`config.mk`:
```
export PLATFORM = sky130hd
export DESIGN_NAME = aam_annunciator
export DESIGN_NICKNAME = d
export VERILOG_FILES = /design/src/design/aam_pkg.sv /design/src/design/aam_annunciator.sv
export SDC_FILE = /design/constraint.sdc
export NUM_CORES = 1
export LEC_CHECK = 0
export BUFFER_PORTS_ARGS = -buffer_cell sky130_fd_sc_hd__buf_2
export CORE_MARGIN = 2
export CORE_UTILIZATION = 50
export DETAILED_ROUTE_END_ITERATION = 6
export PLACE_DENSITY = 0.76
export SLEW_MARGIN = 20
export SYNTH_ARGS = -nofsm -noshare
export SYNTH_HDL_FRONTEND = slang
export SYNTH_SLANG_ARGS = --single-unit
```
`constraint.sdc`:
```
create_clock -name clk -period 2.6 [get_ports clk]
set_input_delay 0.39 -clock clk [delete_from_list [all_inputs] [get_ports clk]]
set_output_delay 0.39 -clock clk [all_outputs]
set_load 0.005 [all_outputs]
```
`src/design/aam_pkg.sv`:
```
// Constants shared by the annunciator and menu session controller
package aam_pkg;
  // Clock and timing
  localparam longint CLK_HZ = 100_000_000;
  localparam longint MENU_TIMEOUT_S = 60;
  localparam longint SILENCE_HOLD_S = 10;
  localparam longint BLINK_HALF_MS = 500;
  localparam longint MENU_TIMEOUT_CYC = MENU_TIMEOUT_S * CLK_HZ;
  localparam longint SILENCE_HOLD_CYC = SILENCE_HOLD_S * CLK_HZ;
  localparam longint BLINK_HALF_CYC = (BLINK_HALF_MS * CLK_HZ) / 1000;
  localparam int TMR_W = 33;
  // Sources per event class
  localparam int NSRC = 8;
  // Register byte offsets
  localparam logic [3:0] OFS_CTRL = 4'h0;
  localparam logic [3:0] OFS_STATUS = 4'h4;
  localparam logic [3:0] OFS_SESSION = 4'h8;
  // Control fields
  localparam int CTRL_CUSTOM_BIT = 0;
  localparam int CTRL_SOUNDER_BIT = 1;
  localparam int CTRL_SWACK_BIT = 2;
  localparam logic [1:0] CTRL_RESET = 2'h3;
  // Status fields
  localparam int ST_POWER = 0;
  localparam int ST_ALARM = 1;
  localparam int ST_PRE = 2;
  localparam int ST_TRBL = 3;
  localparam int ST_SUPV = 4;
  localparam int ST_SILENCE = 5;
  localparam int ST_NORMAL = 6;
  localparam int ST_SOUNDER = 7;
  localparam int ST_ALM_UNACK = 8;
  localparam int ST_ALM_LATCH = 9;
  localparam int ST_OUTS_OFF = 10;
  // Menu session states, one-hot
  typedef enum logic [2:0] {
    SESS_IDLE = 3'b001,
    SESS_LOCAL = 3'b010,
    SESS_REMOTE = 3'b100
  } aam_sess_t;
endpackage

```
`src/design/aam_annunciator.sv`:
```
// Status lamps, silence toggle and menu session control with Avalon-MM regs
//
// Implementation choices: the placing of the registers and register access over Avalon-MM.
`timescale 1ns/10ps
module aam_annunciator #(
  parameter logic [aam_pkg::TMR_W-1:0] MENU_TO_CYC =
    aam_pkg::TMR_W'(aam_pkg::MENU_TIMEOUT_CYC),
  parameter logic [aam_pkg::TMR_W-1:0] SIL_HOLD_CYC =
    aam_pkg::TMR_W'(aam_pkg::SILENCE_HOLD_CYC),
  parameter logic [aam_pkg::TMR_W-1:0] BLINK_CYC =
    aam_pkg::TMR_W'(aam_pkg::BLINK_HALF_CYC)
) (
  // Clock and reset
  input wire logic clk,
  input wire logic resetn,
  // Avalon-MM slave
  input wire logic [3:0] avsAddress,
  input wire logic avsRead,
  input wire logic avsWrite,
  input wire logic [31:0] avsWritedata,
  input wire logic [3:0] avsByteenable,
  output logic [31:0] avsReaddata,
  output logic avsWaitrequest,
  // Field reports, levels per source
  input wire logic mainsOk,
  input wire logic [aam_pkg::NSRC-1:0] alarmSrc,
  input wire logic [aam_pkg::NSRC-1:0] alarmNonLatch,
  input wire logic [aam_pkg::NSRC-1:0] preSrc,
  input wire logic [aam_pkg::NSRC-1:0] troubleSrc,
  input wire logic [aam_pkg::NSRC-1:0] supvSrc,
  // Keypad and menu requests, one-cycle pulses; atTopMenu and termSession are levels
  input wire logic keyAck,
  input wire logic keySilence,
  input wire logic keyReset,
  input wire logic keyBackspace,
  input wire logic keyAny,
  input wire logic atTopMenu,
  input wire logic localMenuReq,
  input wire logic remoteMenuReq,
  input wire logic termSession,
  // Lamps and outputs
  output logic powerLamp,
  output logic alarmLamp,
  output logic preLamp,
  output logic troubleLamp,
  output logic supvLamp,
  output logic silenceLamp,
  output logic outputsSilenced,
  output logic sounderOn,
  output logic normalMode,
  output logic showCustomLine,
  output logic localGrant,
  output logic remoteGrant,
  output logic remoteRefused,
  output logic localRefused
);
  import aam_pkg::*;

  function automatic logic risingAny(input logic [NSRC-1:0] prev,
                                     input logic [NSRC-1:0] cur);
    risingAny = |(cur & ~prev);
  endfunction

  logic [NSRC-1:0] alarmPrev_q;
  logic [2:0][NSRC-1:0] othSrc;
  logic [2:0][NSRC-1:0] othPrev_q;
  logic [2:0] othUnack_q;
  logic [2:0] othLamp_q;
  logic alarmUnackEv_q, alarmUnackClr_q, alarmLatch_q;
  logic alarmNew, alarmClrRpt, ackNow, allAlarmAcked, resetOk;
  logic [TMR_W-1:0] blinkCnt_q;
  logic blink_q;
  logic [TMR_W-1:0] silHold_q;
  logic silenceOk;
  logic [TMR_W-1:0] idleCnt_q;
  aam_sess_t sess_q;
  logic [1:0] ctrl_q;
  logic swAck_q;
  logic busHit;
  logic [31:0] statusWord;

  assign othSrc = {supvSrc, troubleSrc, preSrc};
  assign ackNow = keyAck | swAck_q;
  // Alarm, silence and reset inputs watched each cycle regardless of mode or session
  assign alarmNew = risingAny(alarmPrev_q, alarmSrc);
  assign alarmClrRpt = |(alarmPrev_q & ~alarmSrc & alarmNonLatch);
  assign allAlarmAcked = !alarmUnackEv_q && !alarmUnackClr_q && !alarmNew;
  assign resetOk = keyReset && allAlarmAcked && !(|alarmSrc);
  assign silenceOk = keySilence && allAlarmAcked && alarmLatch_q &&
                     (silHold_q == '0);

  // Edge history
  always_ff @(posedge clk or negedge resetn) begin
    if (!resetn) begin
      alarmPrev_q <= '0;
      othPrev_q <= '0;
    end else begin
      alarmPrev_q <= alarmSrc;
      othPrev_q <= othSrc;
    end
  end

  // Shared blink generator
  always_ff @(posedge clk or negedge resetn) begin
    if (!resetn) begin
      blinkCnt_q <= '0;
      blink_q <= 1'b0;
    end else if (blinkCnt_q >= BLINK_CYC - TMR_W'(1)) begin
      blinkCnt_q <= '0;
      blink_q <= ~blink_q;
    end else begin
      blinkCnt_q <= blinkCnt_q + TMR_W'(1);
    end
  end

  // Alarm acknowledge state; new events win over acknowledge
  always_ff @(posedge clk or negedge resetn) begin
    if (!resetn) begin
      alarmUnackEv_q <= 1'b0;
      alarmUnackClr_q <= 1'b0;
      alarmLatch_q <= 1'b0;
    end else begin
      if (alarmNew)
        alarmUnackEv_q <= 1'b1;
      else if (ackNow)
        alarmUnackEv_q <= 1'b0;
      if (alarmClrRpt && alarmLatch_q)
        alarmUnackClr_q <= 1'b1;
      else if (ackNow)
        alarmUnackClr_q <= 1'b0;
      if (alarmNew)
        alarmLatch_q <= 1'b1;
      else if (resetOk)
        alarmLatch_q <= 1'b0;
    end
  end

  // Pre-alarm, trouble and supervisory classes
  for (genvar c = 0; c < 3; c++) begin : g_cls
    always_ff @(posedge clk or negedge resetn) begin
      if (!resetn) begin
        othUnack_q[c] <= 1'b0;
        othLamp_q[c] <= 1'b0;
      end else begin
        if (risingAny(othPrev_q[c], othSrc[c]))
          othUnack_q[c] <= 1'b1;
        else if (ackNow || !(|othSrc[c]))
          othUnack_q[c] <= 1'b0;
        if (!(|othSrc[c]))
          othLamp_q[c] <= 1'b0;
        else
          othLamp_q[c] <= othUnack_q[c] ? blink_q : 1'b1;
      end
    end
  end
  assign preLamp = othLamp_q[0];
  assign troubleLamp = othLamp_q[1];
  assign supvLamp = othLamp_q[2];

  // Power, alarm lamp, sounder and normal display
  always_ff @(posedge clk or negedge resetn) begin
    if (!resetn) begin
      powerLamp <= 1'b0;
      alarmLamp <= 1'b0;
      sounderOn <= 1'b0;
      normalMode <= 1'b0;
      showCustomLine <= 1'b0;
    end else begin
      powerLamp <= mainsOk;
      if (!alarmLatch_q)
        alarmLamp <= 1'b0;
      else if (alarmUnackEv_q || alarmUnackClr_q)
        alarmLamp <= blink_q;
      else
        alarmLamp <= 1'b1;
      sounderOn <= ctrl_q[CTRL_SOUNDER_BIT] &&
                   (alarmUnackEv_q || alarmUnackClr_q || (|othUnack_q));
      normalMode <= !alarmLatch_q && !(|othSrc) && !(|alarmSrc);
      showCustomLine <= !alarmLatch_q && !(|othSrc) && !(|alarmSrc) &&
                        ctrl_q[CTRL_CUSTOM_BIT];
    end
  end

  // Silence toggle and hold-off
  always_ff @(posedge clk or negedge resetn) begin
    if (!resetn) begin
      outputsSilenced <= 1'b0;
      silenceLamp <= 1'b0;
      silHold_q <= '0;
    end else begin
      if (silenceOk)
        silHold_q <= SIL_HOLD_CYC;
      else if (silHold_q != '0)
        silHold_q <= silHold_q - TMR_W'(1);
      if (resetOk) begin
        outputsSilenced <= 1'b0;
        silenceLamp <= 1'b0;
      end else if (silenceOk) begin
        outputsSilenced <= ~outputsSilenced;
        silenceLamp <= ~outputsSilenced;
      end
    end
  end

  // Menu session arbitration and idle timer
  always_ff @(posedge clk or negedge resetn) begin
    if (!resetn) begin
      sess_q <= SESS_IDLE;
      idleCnt_q <= '0;
      remoteRefused <= 1'b0;
      localRefused <= 1'b0;
    end else begin
      remoteRefused <= remoteMenuReq && (sess_q != SESS_IDLE ||
                       termSession);
      localRefused <= localMenuReq && (sess_q != SESS_IDLE ||
                      termSession);
      unique case (sess_q)
        SESS_IDLE: begin
          idleCnt_q <= '0;
          if (localMenuReq && !termSession && !alarmNew)
            sess_q <= SESS_LOCAL;
          else if (remoteMenuReq && !termSession && !alarmNew)
            sess_q <= SESS_REMOTE;
        end
        SESS_LOCAL, SESS_REMOTE: begin
          if (alarmNew || (keyBackspace && atTopMenu) ||
              idleCnt_q >= MENU_TO_CYC - TMR_W'(1)) begin
            sess_q <= SESS_IDLE;
            idleCnt_q <= '0;
          end else if (keyAny) begin
            idleCnt_q <= '0;
          end else begin
            idleCnt_q <= idleCnt_q + TMR_W'(1);
          end
        end
      endcase
    end
  end
  assign localGrant = sess_q[1];
  assign remoteGrant = sess_q[2];

  // Avalon-MM slave, one wait cycle per access
  assign busHit = (avsRead || avsWrite) && avsWaitrequest;
  assign statusWord = {21'h00_0000, outputsSilenced, alarmLatch_q,
                       alarmUnackEv_q | alarmUnackClr_q, sounderOn,
                       normalMode, silenceLamp, supvLamp, troubleLamp,
                       preLamp, alarmLamp, powerLamp};
  always_ff @(posedge clk or negedge resetn) begin
    if (!resetn) begin
      avsWaitrequest <= 1'b1;
      avsReaddata <= '0;
      ctrl_q <= CTRL_RESET;
      swAck_q <= 1'b0;
    end else begin
      avsWaitrequest <= !busHit;
      swAck_q <= 1'b0;
      if (busHit && avsRead) begin
        unique case (avsAddress)
          OFS_CTRL: avsReaddata <= {30'h0000_0000, ctrl_q};
          OFS_STATUS: avsReaddata <= statusWord;
          OFS_SESSION: avsReaddata <= {29'h0000_0000, sess_q};
          default: avsReaddata <= '0;
        endcase
      end
      if (busHit && avsWrite && avsAddress == OFS_CTRL && avsByteenable[0])
        begin
        ctrl_q <= avsWritedata[1:0];
        swAck_q <= avsWritedata[CTRL_SWACK_BIT];
      end
    end
  end

  // Checks
  power_lamp_a: assert property (@(posedge clk) disable iff (!resetn)
    1'b1 |=> powerLamp == $past(mainsOk))
    else $error("power lamp does not follow mains");
  alarm_steady_a: assert property (@(posedge clk) disable iff (!resetn)
    (alarmLatch_q && !alarmUnackEv_q && !alarmUnackClr_q) |=> alarmLamp)
    else $error("acknowledged alarm lamp not steady");
  alarm_reset_a: assert property (@(posedge clk) disable iff (!resetn)
    (keyReset && |alarmSrc) |=> alarmLatch_q)
    else $error("alarm cleared while source still active");
  class_off_a: assert property (@(posedge clk) disable iff (!resetn)
    (troubleSrc == '0) |=> !troubleLamp)
    else $error("trouble lamp lit with no source");
  silence_mirror_a: assert property (@(posedge clk) disable iff (!resetn)
    silenceLamp == outputsSilenced)
    else $error("silence lamp differs from outputs state");
  silence_hold_a: assert property (@(posedge clk) disable iff (!resetn)
    silenceOk |=> !silenceOk [*3])
    else $error("silence accepted inside hold-off");
  alarm_ends_a: assert property (@(posedge clk) disable iff (!resetn)
    alarmNew |=> sess_q == SESS_IDLE)
    else $error("session survived alarm");
  remote_refuse_a: assert property (@(posedge clk) disable iff (!resetn)
    (remoteMenuReq && sess_q == SESS_LOCAL) |=> remoteRefused &&
    sess_q != SESS_REMOTE)
    else $error("remote request not refused");
  term_refuse_a: assert property (@(posedge clk) disable iff (!resetn)
    (sess_q == SESS_IDLE && localMenuReq && termSession) |=>
    sess_q == SESS_IDLE)
    else $error("local session granted during terminal session");
  backspace_a: assert property (@(posedge clk) disable iff (!resetn)
    (sess_q != SESS_IDLE && keyBackspace && atTopMenu) |=>
    sess_q == SESS_IDLE && idleCnt_q == '0)
    else $error("backspace at top menu kept session");
  idle_bound_a: assert property (@(posedge clk) disable iff (!resetn)
    idleCnt_q < MENU_TO_CYC)
    else $error("idle counter passed timeout");
  bus_wait_a: assert property (@(posedge clk) disable iff (!resetn)
    !avsWaitrequest |=> avsWaitrequest)
    else $error("waitrequest low for more than one cycle");
endmodule // aam_annunciator

```
==> reports/summary.json <==
{
  "grt_antenna_before_repair": 0,
  "worstMarginPinSlew_ns": 0.688,
  "synth.largest_area_cell": "sky130_fd_sc_hd__dfrtp_1",
  "post_synth_inst_count": 736,
  "synth_seq_cells": 166,
  "final.fill_count": 1195,
  "synth.yosys.warnings": 0,
  "syn_to_final_growth_pct": 19.3,
  "ys_async_sr_fraction": 1.00,
  "floorplan.initialDensity": 0.516,
  "fp.dieArea_um2": 16100,
  "cts-buffers-inserted": 17,
  "worstRegToRegCells": 8,
  "design.final.nets": 963,
  "postSynth.topFlopCell": "sky130_fd_sc_hd__dfrtp_1",
  "seq_area_frac_synth": 0.550,
  "synth_enable_flop_cells": 0,
  "clock_sink_count": 166,
  "gp_congestion": 0.840,
  "final.period_utilization": 0.994,
  "grt_start_max_net_pins": 56,
  "multi_input_comb_area_um2": 3160,
  "cts_buffer_depth": 2,
  "routed_via_count_divided_by_cell_count": 5.35,
  "ff2ff_setup_slack_ns": 0.02,
  "routed_wirelength_mm": 15.6,
  "horizontal_extent_of_the_die_um": 127,
  "core_footprint_um2": 14600,
  "fp.dieH_um": 127,
  "htree_num_levels": 4,
  "finish.utilization": 0.616,
  "post_route_cells_drive_above_1_share": 0.200,
  "setup_viol_count_final": 0,
  "grt_pass1_vias": 5580,
  "layout_setup_ws_ns": 0.0161,
  "p_sw_frac": 0.245,
  "required_ns": 2.93,
  "switchingPower_mw": 1.41,
  "timing.critical_path.slowest_stage_cell": "sky130_fd_sc_hd__or4_4",
  "post-synth-top-area-fraction": 0.536,
  "type_of_the_setup_path_with_the_least_slack": "flip-flop to flip-flop",
  "hpwl_after_detailed_placement_mm": 10.9,
  "worstPathMaxFanout": 3,
  "aggregate_global_route_resource_usage": 0.207,
  "clk_transition_reported_paths_ns": 0.07,
  "synth.lib_cells_used.distinct": 61,
  "worst_clock_skew_ns": 0.00916,
  "cp_cell_sequence": "inv_2 -> ha_2 -> or2b_4 -> or4_4 -> or3b_4 -> or3_4 -> xnor2_1 -> and2_1",
  "critical_path_arrival_ns": 2.91,
  "setup.worst_path.end_class": "flip-flop",
  "worstSkewPairLatency_ns": 0.44,
  "regToRegEndpoint": "outputsSilenced$_DFFE_PN0P_",
  "area.sequential_um2": 4160,
  "whs_path_depth": 1,
  "detail_route.drc_violations": 0,
  "tritoncts": "built",
  "power_density_nw_per_um2": 639,
  "finish.instance_area_um2": 9010,
  "int_power_mw": 4.35,
  "clock.fmax_mhz": 387,
  "period_minus_slack_ns": 2.58,
  "power.ir.vdd_worst_uv": 470,
  "avg_synthesized_cell_area_um2": 10.3,
  "netlist_top_cells_area": "sky130_fd_sc_hd__dfrtp_1, sky130_fd_sc_hd__xor2_1, sky130_fd_sc_hd__nor2_1, sky130_fd_sc_hd__nand2_1, sky130_fd_sc_hd__xnor2_1",
  "instances_no_fill": 1062,
  "timing.slew.headroom": 0.537,
  "whs_ns": 0.0604,
  "mappedNetlistArea_um2": 7560,
  "drt_first_iter_violations": 388,
  "whs_endpoint": "powerLamp$_DFF_PN0_",
  "global_route_wire_length_before_repair_mm": 26.5,
  "place_inst": 1026,
  "ctsRootBufferMaster": "sky130_fd_sc_hd__clkbuf_16",
  "max_cap_viol_count": 0,
  "crit-reg2reg-launch": "silHold_q[1]$_DFFE_PN0P_",
  "place_ws_ns": -0.0938,
  "power.sequential.fraction": 0.479,
  "synth.cells.most_frequent": "sky130_fd_sc_hd__dfrtp_1, sky130_fd_sc_hd__nor2_1, sky130_fd_sc_hd__nand2_1",
  "wl_per_cell_um": 14.7,
  "p_leak_nw": 4.12,
  "p_comb_frac": 0.076,
  "fp-row-count": 44,
  "final-hold-violation-count": 0,
  "floorplan.io_pins": 141,
  "min_path_type": "primary input to flip-flop",
  "port_buffers": 87,
  "share_of_total_power_in_the_clock_network": 0.445,
  "overall_via_count_from_detail_route": 5678,
  "crit_path_largest_cell_delay_ns": 0.52,
  "globalRoute.totalOverflow": 0,
  "placed_cell_area_um2": 8350,
  "setup_repair_after_global_routing_missed_its_margin": "yes",
  "yosysMostFrequentCell": "sky130_fd_sc_hd__dfrtp_1",
  "antenna_cells_inserted": 0,
  "start_kind": "flip-flop",
  "hold_path.startpoint": "mainsOk",
  "outcome": "finished clean",
  "route.antenna.remaining_nets": 0,
  "first_pass_iters": 5,
  "maxSlewViolCount": 0
}
## per-stage QoR
| step | total power [mW] | setup TNS (ns) |
|---|---|---|
| floorplan | 3.01 | -0.0345 |
| detailed placement | 3.25 | -0.0938 |
| global placement | 3.24 | -0.00944 |
| finish | 5.76 | 0 |
| global route | 6.01 | -0.108 |
| CTS | 5.82 | 0 |
## cells in the final DEF, fill, tap and decap left out, types with 6 or more instances in the layout
master and instances:
sky130_fd_sc_hd__dfrtp_1 162, sky130_fd_sc_hd__nor2_1 97, sky130_fd_sc_hd__buf_2 86, sky130_fd_sc_hd__nand2_1 63, sky130_fd_sc_hd__xor2_1 48, sky130_fd_sc_hd__nand3_1 34, sky130_fd_sc_hd__inv_1 32, sky130_fd_sc_hd__buf_4 31
sky130_fd_sc_hd__conb_1 28, sky130_fd_sc_hd__xnor2_1 26, sky130_fd_sc_hd__nor3_1 23, sky130_fd_sc_hd__nor4_1 20, sky130_fd_sc_hd__clkbuf_16 17, sky130_fd_sc_hd__nand4_1 14, sky130_fd_sc_hd__o21ai_0 12, sky130_fd_sc_hd__nor2b_1 10
sky130_fd_sc_hd__or3_1 10, sky130_fd_sc_hd__o22ai_1 10, sky130_fd_sc_hd__and3_1 9, sky130_fd_sc_hd__mux2i_1 9, sky130_fd_sc_hd__a22o_1 9, sky130_fd_sc_hd__and4_1 8, sky130_fd_sc_hd__a21oi_1 8, sky130_fd_sc_hd__or4_1 8
sky130_fd_sc_hd__and2_1 7, sky130_fd_sc_hd__or2_2 6, sky130_fd_sc_hd__o21a_1 6, sky130_fd_sc_hd__a221oi_1 6
## worst max-delay path by stage
stage / start / endpoint
2_1_floorplan: silHold_q[0]$_DFFE_PN0P_ / outputsSilenced$_DFFE_PN0P_
3_3_place_gp: alarmSrc[3] / sess_q[2]$_DFFE_PN0P_
3_5_place_dp: alarmSrc[0] / sess_q[2]$_DFFE_PN0P_
4_1_cts: silHold_q[0]$_DFFE_PN0P_ / outputsSilenced$_DFFE_PN0P_
5_1_grt: silHold_q[1]$_DFFE_PN0P_ / outputsSilenced$_DFFE_PN0P_
6_report: silHold_q[1]$_DFFE_PN0P_ / outputsSilenced$_DFFE_PN0P_
## power groups by stage
| stage | logic, mW | clock network, mW | registers [mW] |
|---|---|---|---|
| detailed placement | 0.439 | 0 | 2.81 |
| floorplan | 0.221 | 0 | 2.79 |
| finish | 0.438 | 2.56 | 2.76 |
| global placement | 0.433 | 0 | 2.80 |
| global route | 0.500 | 2.74 | 2.77 |
| CTS | 0.445 | 2.62 | 2.76 |
## repair_timing
item,4_1_cts,5_1_grt
cloned,0,0
buffers inserted,0,3
hold buffers,1,0
pin swaps,0,2
hold endpoints to repair,50,0
endpoints found under the setup margin,1,10
gates resized for setup,1,8
## registers in the layout (all words and copies together) (netlist names), 2 cells and up
| register | count |
|---|---|
| ctrl_q | 2 |
| alarmPrev_q | 8 |
| blinkCnt_q | 33 |
| sess_q | 3 |
| othPrev_q | 24 |
| silHold_q | 33 |
| othUnack_q | 3 |
| avsReaddata | 10 |
| idleCnt_q | 33 |
## cell families (layout without fill, tap and decap cells)
family	after synthesis	count (layout)	share of synthesized area
mux	11	11	0.0149
buf+inv	73	188	0.0480
compound gates	75	75	0.0709
other cells	1	28	0.000496
flops	166	166	0.550
simple gates	332	332	0.223
fa+ha+maj	4	4	0.00662
xor+xnor	74	74	0.0857
## layout make-up
| cell class | instances | share of cell area |
|---|---|---|
| flip-flops and latches | 166 | 0.461 |
| multi-input cells | 524 | 0.350 |
| repair buffers | 122 | 0.0816 |
| clock buffers | 18 | 0.0487 |
| well taps | 184 | 0.0255 |
| clock inverters | 14 | 0.0183 |
| inverters | 34 | 0.0142 |
## metal layers
layer  wire length, um  vias up  track usage  share of wire
met3               748       21       0.0561          0.048
li1                  -     2763            -              -
met5                 0        -            0              0
met4               313        0       0.0718          0.020
met2              7450      150        0.338           0.48
met1              7060     2744        0.269           0.45
## critical path, delay by kind of cell (launching register included)
kind,cells,cell delay [ns]
simple gates,5,1.72
buf+inv,1,0.07
xor+xnor,1,0.12
fa+ha+maj,1,0.18
flops,1,0.39
Note: power is estimated with default switching activity, not from simulation.
